**src/sbtc_pkg.sv**
```systemverilog
// Constants shared by the sixteen-bit timer/counter block
package sbtc_pkg;

    // Register byte offsets on the APB word map
    localparam logic [7:0] SBTC_OFF_COUNT_LOW  = 8'h00;
    localparam logic [7:0] SBTC_OFF_COUNT_HIGH = 8'h04;
    localparam logic [7:0] SBTC_OFF_FLAG       = 8'h08;
    localparam logic [7:0] SBTC_OFF_IRQ_EN     = 8'h0c;
    localparam logic [7:0] SBTC_OFF_CONTROL    = 8'h10;
    localparam logic [7:0] SBTC_OFF_STATUS     = 8'h14;

    // Field positions in timer_control
    localparam int SBTC_CTL_RUN_BIT      = 0;
    localparam int SBTC_CTL_CS_BIT       = 1;
    localparam int SBTC_CTL_SYNC_DIS_BIT = 2;
    localparam int SBTC_CTL_OSC_EN_BIT   = 3;
    localparam int SBTC_CTL_PS_LSB       = 4;
    localparam int SBTC_CTL_PS_MSB       = 5;

    // Writable bits of timer_control; bits 7:6 read as zero
    localparam logic [7:0] SBTC_CTL_MASK  = 8'h3f;
    localparam logic [7:0] SBTC_CTL_RESET = 8'h00;

    // Field positions in the status word
    localparam int SBTC_STA_ARMED_BIT = 0;
    localparam int SBTC_STA_ASYNC_BIT = 1;

    // Compare mode code that requests the special event reset
    localparam logic [3:0] SBTC_CMP_SPECIAL = 4'hb;

    // Internal instruction clock is the oscillator clock divided by four
    localparam int SBTC_INSTR_DIV = 4;

    // Count value at which the next increment wraps
    localparam logic [15:0] SBTC_COUNT_MAX = 16'hffff;

endpackage : sbtc_pkg

```
**src/sbtc_timer.sv**
```systemverilog
// Sixteen-bit timer/counter with APB register access
//
// Summary of operation
// - Sixteen-bit count in two bytes, wraps to zero
// - Wrap sets overflow flag; interrupt only if enabled
// - Source select: external pin edges or instruction clock
// - Run enable advances count, clear freezes it
// - Prescale field divides input by 1, 2, 4, 8
// - Oscillator enable forces pins input, reads zero
// - Sync select honoured only in external mode
// - Falling edge needed before first counted rising edge
// - Oscillator enable picks oscillator pin as source
// - Prescaler precedes the synchroniser
// - Synchronised mode stops counting in sleep
// - Unsynchronised mode counts in sleep, may wake
// - No compare time-base in unsynchronised mode
// - Byte reads of a running count are not latched together and can tear
// - Special event trigger with code 1011 clears count
// - Trigger clear only in timer or synchronised mode
// - Count write wins over coinciding trigger clear
// - Count bytes untouched by any reset
// - Control register clears to zero on reset
// - Any count byte write clears the prescaler
//
// Chosen here: the APB slave port.
`timescale 1ns/1ps
module sbtc_timer
    import sbtc_pkg::*;
#(
    parameter int INSTR_DIV = SBTC_INSTR_DIV
) (
    input  wire logic        pclk,
    input  wire logic        presetn,
    input  wire logic        psel,
    input  wire logic        penable,
    input  wire logic        pwrite,
    input  wire logic [7:0]  paddr,
    input  wire logic [31:0] pwdata,
    output logic      [31:0] prdata,
    output logic             pready,
    output logic             pslverr,
    input  wire logic        ext_clock_pin,
    input  wire logic        osc_input_pin,
    input  wire logic        sleep_mode,
    input  wire logic [3:0]  compare_mode_field,
    input  wire logic        compare_trigger,
    input  wire logic [1:0]  port_direction,
    output logic      [1:0]  port_pin_oe,
    output logic      [1:0]  port_read_data,
    output logic             osc_drive_enable,
    output logic             overflow_irq,
    output logic             wake_request,
    output logic      [15:0] count_timebase,
    output logic             timebase_valid
);

    // Width of the instruction-clock divider, never below one bit
    localparam int DIV_W = (INSTR_DIV > 1) ? $clog2(INSTR_DIV) : 1;

    // Address match on a word-aligned register offset
    function automatic logic reg_hit(input logic [7:0] addr, input logic [7:0] off);
        reg_hit = (addr[7:2] == off[7:2]);
    endfunction : reg_hit

    // Registers
    logic [7:0]       timer_control;
    logic [15:0]      count;
    logic             overflow_flag;
    logic             overflow_irq_enable;
    logic [DIV_W-1:0] div_cnt;
    logic             ext_prev;
    logic             armed;
    logic             sync_q1;
    logic             sync_q2;
    logic             sync_q3;

    // Control fields
    logic       run_enable;
    logic       clock_source_select;
    logic       sync_disable;
    logic       osc_enable;
    logic [1:0] prescale_select;

    assign run_enable          = timer_control[SBTC_CTL_RUN_BIT];
    assign clock_source_select = timer_control[SBTC_CTL_CS_BIT];
    assign sync_disable        = timer_control[SBTC_CTL_SYNC_DIS_BIT];
    assign osc_enable          = timer_control[SBTC_CTL_OSC_EN_BIT];
    assign prescale_select     = timer_control[SBTC_CTL_PS_MSB:SBTC_CTL_PS_LSB];

    // Mode decode: sync select only matters with the external source
    logic ext_mode;
    logic async_mode;
    logic sync_mode;

    assign ext_mode   = clock_source_select;
    assign async_mode = ext_mode & sync_disable;
    assign sync_mode  = ext_mode & ~sync_disable;

    // APB decode
    logic setup_phase;
    logic access_wr;
    logic hit_low;
    logic hit_high;
    logic hit_flag;
    logic hit_irq_en;
    logic hit_control;
    logic hit_status;
    logic addr_mapped;

    assign setup_phase = psel & ~penable;
    assign access_wr   = psel & penable & pwrite;
    assign hit_low     = reg_hit(paddr, SBTC_OFF_COUNT_LOW);
    assign hit_high    = reg_hit(paddr, SBTC_OFF_COUNT_HIGH);
    assign hit_flag    = reg_hit(paddr, SBTC_OFF_FLAG);
    assign hit_irq_en  = reg_hit(paddr, SBTC_OFF_IRQ_EN);
    assign hit_control = reg_hit(paddr, SBTC_OFF_CONTROL);
    assign hit_status  = reg_hit(paddr, SBTC_OFF_STATUS);
    assign addr_mapped = hit_low | hit_high | hit_flag | hit_irq_en | hit_control | hit_status;

    // Zero-wait slave; unmapped addresses answer with an error
    assign pready  = 1'b1;
    assign pslverr = psel & penable & ~addr_mapped;

    // Write strobes per register
    logic wr_low;
    logic wr_high;
    logic wr_count;
    logic wr_flag;
    logic wr_irq_en;
    logic wr_control;

    assign wr_low     = access_wr & hit_low;
    assign wr_high    = access_wr & hit_high;
    assign wr_count   = wr_low | wr_high;
    assign wr_flag    = access_wr & hit_flag;
    assign wr_irq_en  = access_wr & hit_irq_en;
    assign wr_control = access_wr & hit_control;

    // Instruction clock enable, one pulse every INSTR_DIV clocks
    logic instr_tick;

    assign instr_tick = (div_cnt == DIV_W'(INSTR_DIV - 1));

    // Free-running divider that paces the instruction tick
    always_ff @(posedge pclk or negedge presetn) begin
        if (!presetn) begin
            div_cnt <= '0;
        end else begin
            div_cnt <= instr_tick ? '0 : div_cnt + 1'b1;
        end
    end

    // External input choice and edge detection
    logic ext_in;
    logic ext_rise;
    logic ext_fall;

    assign ext_in   = osc_enable ? osc_input_pin : ext_clock_pin;
    assign ext_rise = ext_in & ~ext_prev;
    assign ext_fall = ~ext_in & ext_prev;

    always_ff @(posedge pclk or negedge presetn) begin
        if (!presetn) begin
            ext_prev <= 1'b0;
        end else begin
            ext_prev <= ext_in;
        end
    end

    // Arming: a falling edge must be seen after enabling external mode
    always_ff @(posedge pclk or negedge presetn) begin
        if (!presetn) begin
            armed <= 1'b0;
        end else if (!ext_mode || !run_enable) begin
            armed <= 1'b0;
        end else if (ext_fall) begin
            armed <= 1'b1;
        end
    end

    // Prescaler input: armed external rising edges or instruction ticks
    logic pre_in_tick;
    logic pre_tick;
    logic pre_level;

    assign pre_in_tick = run_enable
                       & (ext_mode ? (ext_rise & armed)
                                   : (instr_tick & ~sleep_mode));

    // Prescaler sits ahead of any synchronisation
    sbtc_prescaler #(
        .STAGES (3)
    ) u_prescaler (
        .clk       (pclk),
        .rst_n     (presetn),
        .in_tick   (pre_in_tick),
        .clear     (wr_count),
        .sel       (prescale_select),
        .out_tick  (pre_tick),
        .out_level (pre_level)
    );

    // Two-stage synchroniser on the prescaler output, then edge detect
    always_ff @(posedge pclk or negedge presetn) begin
        if (!presetn) begin
            sync_q1 <= 1'b0;
            sync_q2 <= 1'b0;
            sync_q3 <= 1'b0;
        end else begin
            sync_q1 <= pre_level;
            sync_q2 <= sync_q1;
            sync_q3 <= sync_q2;
        end
    end

    // Rising edge of the synchronised prescaler pulse
    logic sync_rise;

    assign sync_rise = sync_q2 & ~sync_q3;

    // Increment request per mode; the synchroniser is off in sleep
    logic inc;

    assign inc = run_enable
               & (sync_mode  ? (sync_rise & ~sleep_mode)
               :  async_mode ? pre_tick
               :               pre_tick);

    // Special event clear, not honoured in unsynchronised mode
    logic trig_clear;

    assign trig_clear = compare_trigger
                      & (compare_mode_field == SBTC_CMP_SPECIAL)
                      & ~async_mode;

    // Wrap detection on an increment that actually lands
    logic overflow_event;

    assign overflow_event = inc & ~wr_count & ~trig_clear
                          & (count == SBTC_COUNT_MAX);

    // Count bytes: no reset term, writes win over trigger and increment
    always_ff @(posedge pclk) begin
        if (wr_count) begin
            if (wr_low) begin
                count[7:0] <= pwdata[7:0];
            end
            if (wr_high) begin
                count[15:8] <= pwdata[7:0];
            end
        end else if (trig_clear) begin
            count <= '0;
        end else if (inc) begin
            count <= count + 16'h0001;
        end
    end

    // Control register, cleared at reset which stops the timer
    always_ff @(posedge pclk or negedge presetn) begin
        if (!presetn) begin
            timer_control <= SBTC_CTL_RESET;
        end else if (wr_control) begin
            timer_control <= pwdata[7:0] & SBTC_CTL_MASK;
        end
    end

    // Overflow flag: hardware set wins over a software clear
    always_ff @(posedge pclk or negedge presetn) begin
        if (!presetn) begin
            overflow_flag <= 1'b0;
        end else if (overflow_event) begin
            overflow_flag <= 1'b1;
        end else if (wr_flag) begin
            overflow_flag <= pwdata[0];
        end
    end

    // Overflow interrupt enable
    always_ff @(posedge pclk or negedge presetn) begin
        if (!presetn) begin
            overflow_irq_enable <= 1'b0;
        end else if (wr_irq_en) begin
            overflow_irq_enable <= pwdata[0];
        end
    end

    // Interrupt request and wake from sleep
    assign overflow_irq = overflow_flag & overflow_irq_enable;
    assign wake_request = overflow_irq & sleep_mode & async_mode;

    // Read multiplexer
    logic [31:0] rd_mux;
    logic [7:0]  status_byte;

    // Status byte: unsynchronised mode and armed state
    assign status_byte = {6'h0, async_mode, armed};
    assign rd_mux = hit_low     ? {24'h000000, count[7:0]}
                  : hit_high    ? {24'h000000, count[15:8]}
                  : hit_flag    ? {31'h0, overflow_flag}
                  : hit_irq_en  ? {31'h0, overflow_irq_enable}
                  : hit_control ? {24'h000000, timer_control}
                  : hit_status  ? {24'h000000, status_byte}
                  :               32'h00000000;

    // Read data captured in the setup phase and held through access
    always_ff @(posedge pclk or negedge presetn) begin
        if (!presetn) begin
            prdata <= 32'h00000000;
        end else if (setup_phase && !pwrite) begin
            prdata <= rd_mux;
        end
    end

    // Port pins: oscillator enable forces both pins to inputs reading zero
    always_ff @(posedge pclk or negedge presetn) begin
        if (!presetn) begin
            port_pin_oe      <= 2'b00;
            port_read_data   <= 2'b00;
            osc_drive_enable <= 1'b0;
        end else begin
            port_pin_oe      <= osc_enable ? 2'b00 : ~port_direction;
            port_read_data   <= osc_enable ? 2'b00
                                           : {osc_input_pin, ext_clock_pin};
            osc_drive_enable <= osc_enable;
        end
    end

    // Time-base for capture and compare, withheld in unsynchronised mode
    always_ff @(posedge pclk or negedge presetn) begin
        if (!presetn) begin
            count_timebase <= 16'h0000;
            timebase_valid <= 1'b0;
        end else begin
            count_timebase <= async_mode ? 16'h0000 : count;
            timebase_valid <= ~async_mode;
        end
    end

endmodule : sbtc_timer

```
**src/sbtc_prescaler.sv**
```systemverilog
// Three-stage binary prescaler selecting 1:1, 1:2, 1:4 or 1:8
`timescale 1ns/1ps
module sbtc_prescaler
    import sbtc_pkg::*;
#(
    parameter int STAGES = 3
) (
    input  wire logic       clk,
    input  wire logic       rst_n,
    input  wire logic       in_tick,
    input  wire logic       clear,
    input  wire logic [1:0] sel,
    output logic            out_tick,
    output logic            out_level
);

    logic [STAGES-1:0] stage;
    logic [STAGES-1:0] tap_mask;
    logic              wrap;

    // Mask of stages that must all be one before an output tick
    assign tap_mask = STAGES'((1 << sel) - 1);
    assign wrap     = ((stage & tap_mask) == tap_mask);
    assign out_tick = in_tick & wrap;

    // Stage counter, cleared by any count write
    always_ff @(posedge clk or negedge rst_n) begin
        if (!rst_n) begin
            stage <= '0;
        end else if (clear) begin
            stage <= '0;
        end else if (in_tick) begin
            stage <= wrap ? '0 : stage + 1'b1;
        end
    end

    // Registered copy of the output tick for the synchronising path
    always_ff @(posedge clk or negedge rst_n) begin
        if (!rst_n) begin
            out_level <= 1'b0;
        end else begin
            out_level <= out_tick & ~clear;
        end
    end

endmodule : sbtc_prescaler

```
**config.mk**
```make
export PLATFORM = sky130hd
export DESIGN_NAME = sbtc_timer
export DESIGN_NICKNAME = d
export VERILOG_FILES = /design/src/sbtc_pkg.sv /design/src/sbtc_timer.sv /design/src/sbtc_prescaler.sv
export SDC_FILE = /design/constraint.sdc
export NUM_CORES = 1
export LEC_CHECK = 0
export BUFFER_PORTS_ARGS = -buffer_cell sky130_fd_sc_hd__buf_4
export CORE_AREA = 8 8 90 92
export CTS_BUF_LIST = sky130_fd_sc_hd__clkbuf_16
export CTS_CLUSTER_DIAMETER = 30
export DETAILED_ROUTE_END_ITERATION = 6
export DIE_AREA = 0 0 98 100
export PLACE_DENSITY = 0.78
export SETUP_SLACK_MARGIN = 0.05
export SLEW_MARGIN = 10
export SYNTH_ARGS = -nofsm -noshare
export SYNTH_HDL_FRONTEND = slang
export SYNTH_SLANG_ARGS = --single-unit
```
**constraint.sdc**
```tcl
create_clock -name pclk -period 3.1 [get_ports pclk]
set_clock_uncertainty 0.05 [all_clocks]
set_input_delay 0.31 -clock pclk [delete_from_list [all_inputs] [get_ports pclk]]
set_output_delay 0.31 -clock pclk [all_outputs]
set_load 0.005 [all_outputs]
```
# ---- Word level (Yosys, flattened, before mapping)
# Index checks and enable logic that the tools add are counted.
dict set report op_classes {
  add_sub_neg 4
  eq_ne 11
  shift 1
  muxes 25
  n_bitwise 47
  n_reduce_logical 12
}
# operator n
set op_table {}
lappend op_table {{16-bit 2-to-1 mux} 4}
lappend op_table {{8-bit 2-to-1 mux} 4}
lappend op_table {{1-bit bitwise AND} 29}
lappend op_table {{6-bit 2-to-1 mux} 3}
lappend op_table {{16-bit by 1-bit adder with 16-bit output (second input constant)} 1}
lappend op_table {{16-bit == test (second input constant)} 1}
lappend op_table {{6-bit by 2-bit == test with 1-bit output (second input constant)} 2}
lappend op_table {{6-bit by 3-bit == test with 1-bit output (second input constant)} 2}
lappend op_table {{1-bit NOT} 10}
lappend op_table {{3-bit 2-to-1 mux} 3}
lappend op_table {{2-bit 2-to-1 mux} 4}
lappend op_table {{1-bit 2-to-1 mux} 7}
lappend op_table {{6-bit by 1-bit == test with 1-bit output (second input constant)} 1}
lappend op_table {{6-bit zero test} 1}
lappend op_table {{1-bit bitwise OR} 6}
lappend op_table {{2-bit nonzero test} 3}
lappend op_table {{4-bit == test (second input constant)} 1}
lappend op_table {{2-bit != test (second input constant)} 2}
lappend op_table {{2-bit AND reduction} 2}
lappend op_table {{3-bit by 1-bit adder with 3-bit output (second input constant)} 1}
lappend op_table {{3-bit bitwise AND} 1}
lappend op_table {{3-bit == test} 1}
lappend op_table {{1-bit zero test} 3}
lappend op_table {{3-bit nonzero test} 1}
lappend op_table {{7 further kinds} 7}
dict set report totals {
  reg_bits 89
  input_bits 55
  out_inout_bits 58
  word_cells 119
}

# ---- Logic depth before layout (Yosys ltp)
dict set report depth {
  ltp_word 12
  ltp_mapped 8
  ltp_nobuf 6
}

# ---- Cells and area by module
# Synthesis repeated with hierarchy kept, for this count alone.
dict set report unflattened {
  cells_unflattened 295
  hier_area_um2 3229.3
}
# mod instances cells_per_inst area_per_inst_um2
set by_module_without_submodules {}
lappend by_module_without_submodules {sbtc_timer 1 272 3002.9}
lappend by_module_without_submodules {sbtc_prescaler 1 23 226.5}

# ---- Worst setup path after synthesis
# OpenSTA, ideal clock, no wires.
dict set report synth_timing {
  path_kind {input -> register}
  startpoint {input paddr[5]}
  endpoint {register count[0] (enable)}
  setup_time_ps 377
  arrival_ps 1931
  path_slack_ps 742
  cell_stages 7
  cell_sequence {or3_1 > buf_2 > or3_1 > buf_6 > nor2_8 > a31oi_1 > a22oi_1}
}
dict set report synth_via {
  elab_chain_len 5
  elab_cells_between_ends 8
  cone_classes {eq/ne (2); bitwise (3); reduce/logical (3)}
}
# element line
set synth_rtl {}
lappend synth_rtl {{start: declaration} sbtc_timer.sv:37} ;# input wire logic [7:0] paddr,
lappend synth_rtl {{6-bit by 1-bit == test with 1-bit output or 6-bit zero test (tied branches)} sbtc_timer.sv:62} ;# reg_hit = (addr[7:2] == off[7:2]);
lappend synth_rtl {{1-bit bitwise AND (on tied branches)} {sbtc_timer.sv:133, sbtc_timer.sv:132}}
lappend synth_rtl {{1-bit bitwise OR} sbtc_timer.sv:134} ;# assign wr_count = wr_low | wr_high;
lappend synth_rtl {{2-bit != test (no source line) or 3-bit nonzero test (tied branches)} -}
lappend synth_rtl {{2-bit AND reduction (no source line) *} -}
lappend synth_rtl {{end signal: assignment} sbtc_timer.sv:246} ;# count[7:0] <= pwdata[7:0];
lappend synth_rtl {{end signal: assignment} sbtc_timer.sv:254} ;# count <= count + 16'h0001;
lappend synth_rtl {{end: declaration} sbtc_timer.sv:67} ;# logic [15:0] count;
# Every way passes the cells marked *; elsewhere a longest branch is shown, timed or not.
# A chain may end at the register's enable or synchronous reset.

# ---- Final worst setup path
dict set report layout_timing {
  startpoint {register timer_control[3]}
  endpoint {register count[0] (enable)}
}
dict set report layout_via {
  elab_chain_len 10
}
# element line
set layout_rtl {}
lappend layout_rtl {{start: declaration} sbtc_timer.sv:66} ;# logic [7:0] timer_control;
lappend layout_rtl {{start signal: assignment} sbtc_timer.sv:263} ;# timer_control <= pwdata[7:0] & SBTC_CTL_MASK;
lappend layout_rtl {{1-bit 2-to-1 mux} sbtc_timer.sv:158} ;# assign ext_in = osc_enable ? osc_input_pin : ext_clock_pin;
lappend layout_rtl {{1-bit bitwise AND} sbtc_timer.sv:159} ;# assign ext_rise = ext_in & ~ext_prev;
lappend layout_rtl {{1-bit bitwise AND} sbtc_timer.sv:187} ;# & (ext_mode ? (ext_rise & armed)
lappend layout_rtl {{1-bit 2-to-1 mux} sbtc_timer.sv:187}
lappend layout_rtl {{1-bit bitwise AND} sbtc_timer.sv:187}
lappend layout_rtl {{1-bit bitwise AND} sbtc_prescaler.sv:24} ;# assign out_tick = in_tick & wrap;
lappend layout_rtl {{1-bit 2-to-1 mux} sbtc_timer.sv:225} ;# & (sync_mode ? (sync_rise & ~sleep_mode)
lappend layout_rtl {{1-bit bitwise AND} sbtc_timer.sv:225}
lappend layout_rtl {{3-bit nonzero test (no source line)} -}
lappend layout_rtl {{2-bit AND reduction (no source line)} -}
# No other way between the ends.

==> key figures <==
Hold path
  • Worst hold stages: 2
  • HP Class: primary input to register

Die
  • Die Footprint: around 0.01 mm^2
  • I/O pins: 113
  • Die X-Extent: 98 um
  • Die Height: 100 um
  • Core area: 0.00664 mm^2
  • Initial Utilization: ~49%
  • Rows: 30

Clock network
  • Setup Fix Bufs, Post-CTS: 0
  • Post_cts resized: 0
  • Root buffer cell: clkbuf_16
  • Clk slew on worst S/H paths: 50 ps
  • CTS Buffer Depth: 2
  • CTS buffer count: 9
  • CTS tree: built
  • Clock sinks: 65
  • Worst skew pair latency: roughly 330 ps
  • H-tree depth: 3

Placement
  • HPWL Detailed: around 5.5 mm
  • IO buf count: 61
  • GPL Wtd Cong: 0.894
  • Post-Place Cells: between 400 and 500

Setup path
  • Slowest cell on crit path: dfrtp_1
  • FF-to-FF path depth: 6
  • Delay-heaviest family, CP: compound AO/OA/AOI/OAI gates
  • Worst path arrival time: ~2300 ps
  • Critical Path Source Type: register
  • Slowest stage delay, CP: approximately 470 ps
  • CP Depth: 6
  • CP Capture Type: register
  • Critical path class: register to register
  • Critical Path RT: 3080 ps
  • Critical path buffers and inverters: 1
  • Crit path max fanout: 8
  • CP cell instances: mux2i_1 -> o32ai_2 -> nand2_2 -> o32a_1 -> a22oi_1 -> buf_4

Synth
  • Main synth FF type: dfrtp_1
  • Warnings from Yosys: 0
  • Netlist cell types: 51
  • Syn_area_per_cell: 10.9 um^2
  • Share of the synthesized area in the top cell type: 37.9%
  • Sequential fraction of the synthesis area: 52.7%
  • Cell taking the most area after synthesis: dfrtp_1
  • Number of synthesized flops with an enable pin: 16
  • Mapped cell area: 0.00324 mm^2
  • Gate Count Post-Synth: slightly below 300
  • FFs w/ async S/R, synth: 75.4%
  • Seq cells post-synth: 65
  • Synth area leaders: dfrtp_1 38%, edfxtp_1 15%, buf_4 6.0%, nand2_1 3.6%, and2_1 3.5%

STA
  • Fmax: around 0.43 GHz
  • Hold Fails Final Rpt: 0
  • RSZ-0062 raised after global routing: false
  • Slew headroom: 58.8%
  • Setup TNS: 0 ps
  • Period utilization: about 76%
  • Max-slew violation count: 0
  • Measured slew at the worst slew-check pin: approximately 600 ps
  • Setup Viol. Count Final: 0
  • Fin crit period: 2340 ps

Global routing
  • GR Util All Layers: between 15 and 20%
  • Pin count of the biggest net entering global routing: 50
  • Initial antenna violation count: 0
  • First-pass GRT wire length: 12.2 mm
  • Grt ovf: 0
  • Vias in the first global route: 2423

Finish
  • Finished Layout Cells: 443
  • Area Growth Syn to Fin: 21.4%
  • Register Area: 0.00171 mm^2
  • Net count, final: approximately 420
  • N_diodes: 0
  • Layout cells sized above 1: 27.3%
  • Area occupied by multi-input gates: 0.00133 mm^2
  • Fillcell total: 564

Drt
  • Drt wl/cell: 16.9 um
  • Via count: around 2300
  • Detailed-router iteration count before antenna repair: 4
  • Vias per cell: 5.23
  • Starting DRC count in detailed routing: between 100 and 150
  • WL final: 7.51 mm
  • Drt drc: 0
  • ANT nets after route: 0

Flow run
  • Max Cap Viol: 0

Pwr
  • Leakage: 1.77 nW
  • PD cells: around 510 mW/mm^2
  • Power, Total: about 2.0 mW
  • Worst vdd ir: 255 uV

Outcome
  • Status: complete, no violations
[per-stage QoR]
step / setup slack (ps) / area (um^2) / utilization [%] / hold slack, ps
after floorplan: 742 / 3320 / - / -35.6
after global placement: 493 / 3630 / 54.7 / 285
after detailed placement: 444 / 3630 / 54.7 / 287
after CTS: 740 / 3930 / 59.1 / 61.6
after global routing: 642 / 3930 / 59.1 / 71.2
final: 759 / 3930 / 59.1 / 68.3
[synthesized netlist by cell type, types with 3 or more instances]
library cell / n
o21ai_1: 4
nand4_1: 3
o21ai_2: 6
mux2_2: 7
buf_4: 26
clkbuf_1: 7
ha_1: 3
nor2_1: 18
a21oi_1: 11
nor3_1: 4
and2_1: 18
inv_1: 6
or3_1: 3
mux2i_1: 10
nand2_1: 31
o21ai_0: 14
edfxtp_1: 16
nand3_1: 8
xor2_1: 8
xnor2_1: 6
dfrtp_1: 49
and3_1: 3
nand2b_1: 3
[sequential cells by signal, summed over array words and instances, names as in the netlist, 2 cells and up]
register           count
count                 16
count_timebase        16
div_cnt                2
port_pin_oe            2
port_read_data         2
prdata                 8
timer_control          6
u_prescaler.stage      3
[report_power, final]
part	switching [mW]	internal (mW)
registers	0.0153	0.896
clock network	0.352	0.613
logic	0.0683	0.0605
total	0.435	1.57
[final cells by class]
type                       instances  area share (%)
timing repair buffer              64            12.3
sequential                        65            43.4
clock inverter                     7            1.53
clock buffer                       9            5.73
tap                               80            2.55
multi-input combinational        212            33.9
inverter                           6           0.573
[path summary, 6_finish.rpt]
check	startpoint	end	slack, ps
max	timer_control[3]$_DFFE_PN0P_	count[0]$_DFFE_PP_	760
min	port_direction[1]	port_pin_oe[1]$_DFF_PN0_	70
max reg2reg	timer_control[3]$_DFFE_PN0P_	count[0]$_DFFE_PP_	760
min reg2reg	sync_q1$_DFF_PN0_	sync_q2$_DFF_PN0_	300
max in group asynchronous	presetn	count_timebase[7]$_DFF_PN0_	2100
min in group asynchronous	presetn	div_cnt[1]$_DFF_PN0_	490
[layer usage]
| layer | vias up | global-route usage [%] | part of all wire (%) |
|---|---|---|---|
| met3 | 13 | 5.40 | 6.8 |
| met1 | 1128 | 19.1 | 43 |
| met4 | 0 | 8.63 | 2.2 |
| li1 | 1105 | - | - |
| met5 | - | 0 | 0 |
| met2 | 72 | 25.3 | 48 |
[timing repair]
action                     CTS  global route
hold buffers                 1             0
setup endpoints to repair    0             0
hold endpoints to repair    49             0
[placed cells by master, fill, tap and decap left out, types with 6 or more instances in the layout]
cell and instances:
conb_1 25, buf_4 63, and2_1 18, xnor2_1 6, o21ai_2 6, mux2_2 7
nand3_1 8, edfxtp_1 16, o21ai_0 14, nand2_1 31, clkbuf_16 9, a21oi_1 11
dfrtp_1 49, xor2_1 8, mux2i_1 10, nor2_1 18, inv_1 6
[kinds of logic after synthesis]
family,Yosys count,synth area share (%)
and+or+nand+nor,105,17.7
adders and majority gates,3,1.16
other,2,0.232
DFF,65,52.7
xor gates and xnor gates,14,3.79
buffers and inverters,43,8.78
muxes,17,5.53
AOI/OAI and AO/OA,48,10.1
Note: power is estimated with default switching activity, not from simulation.
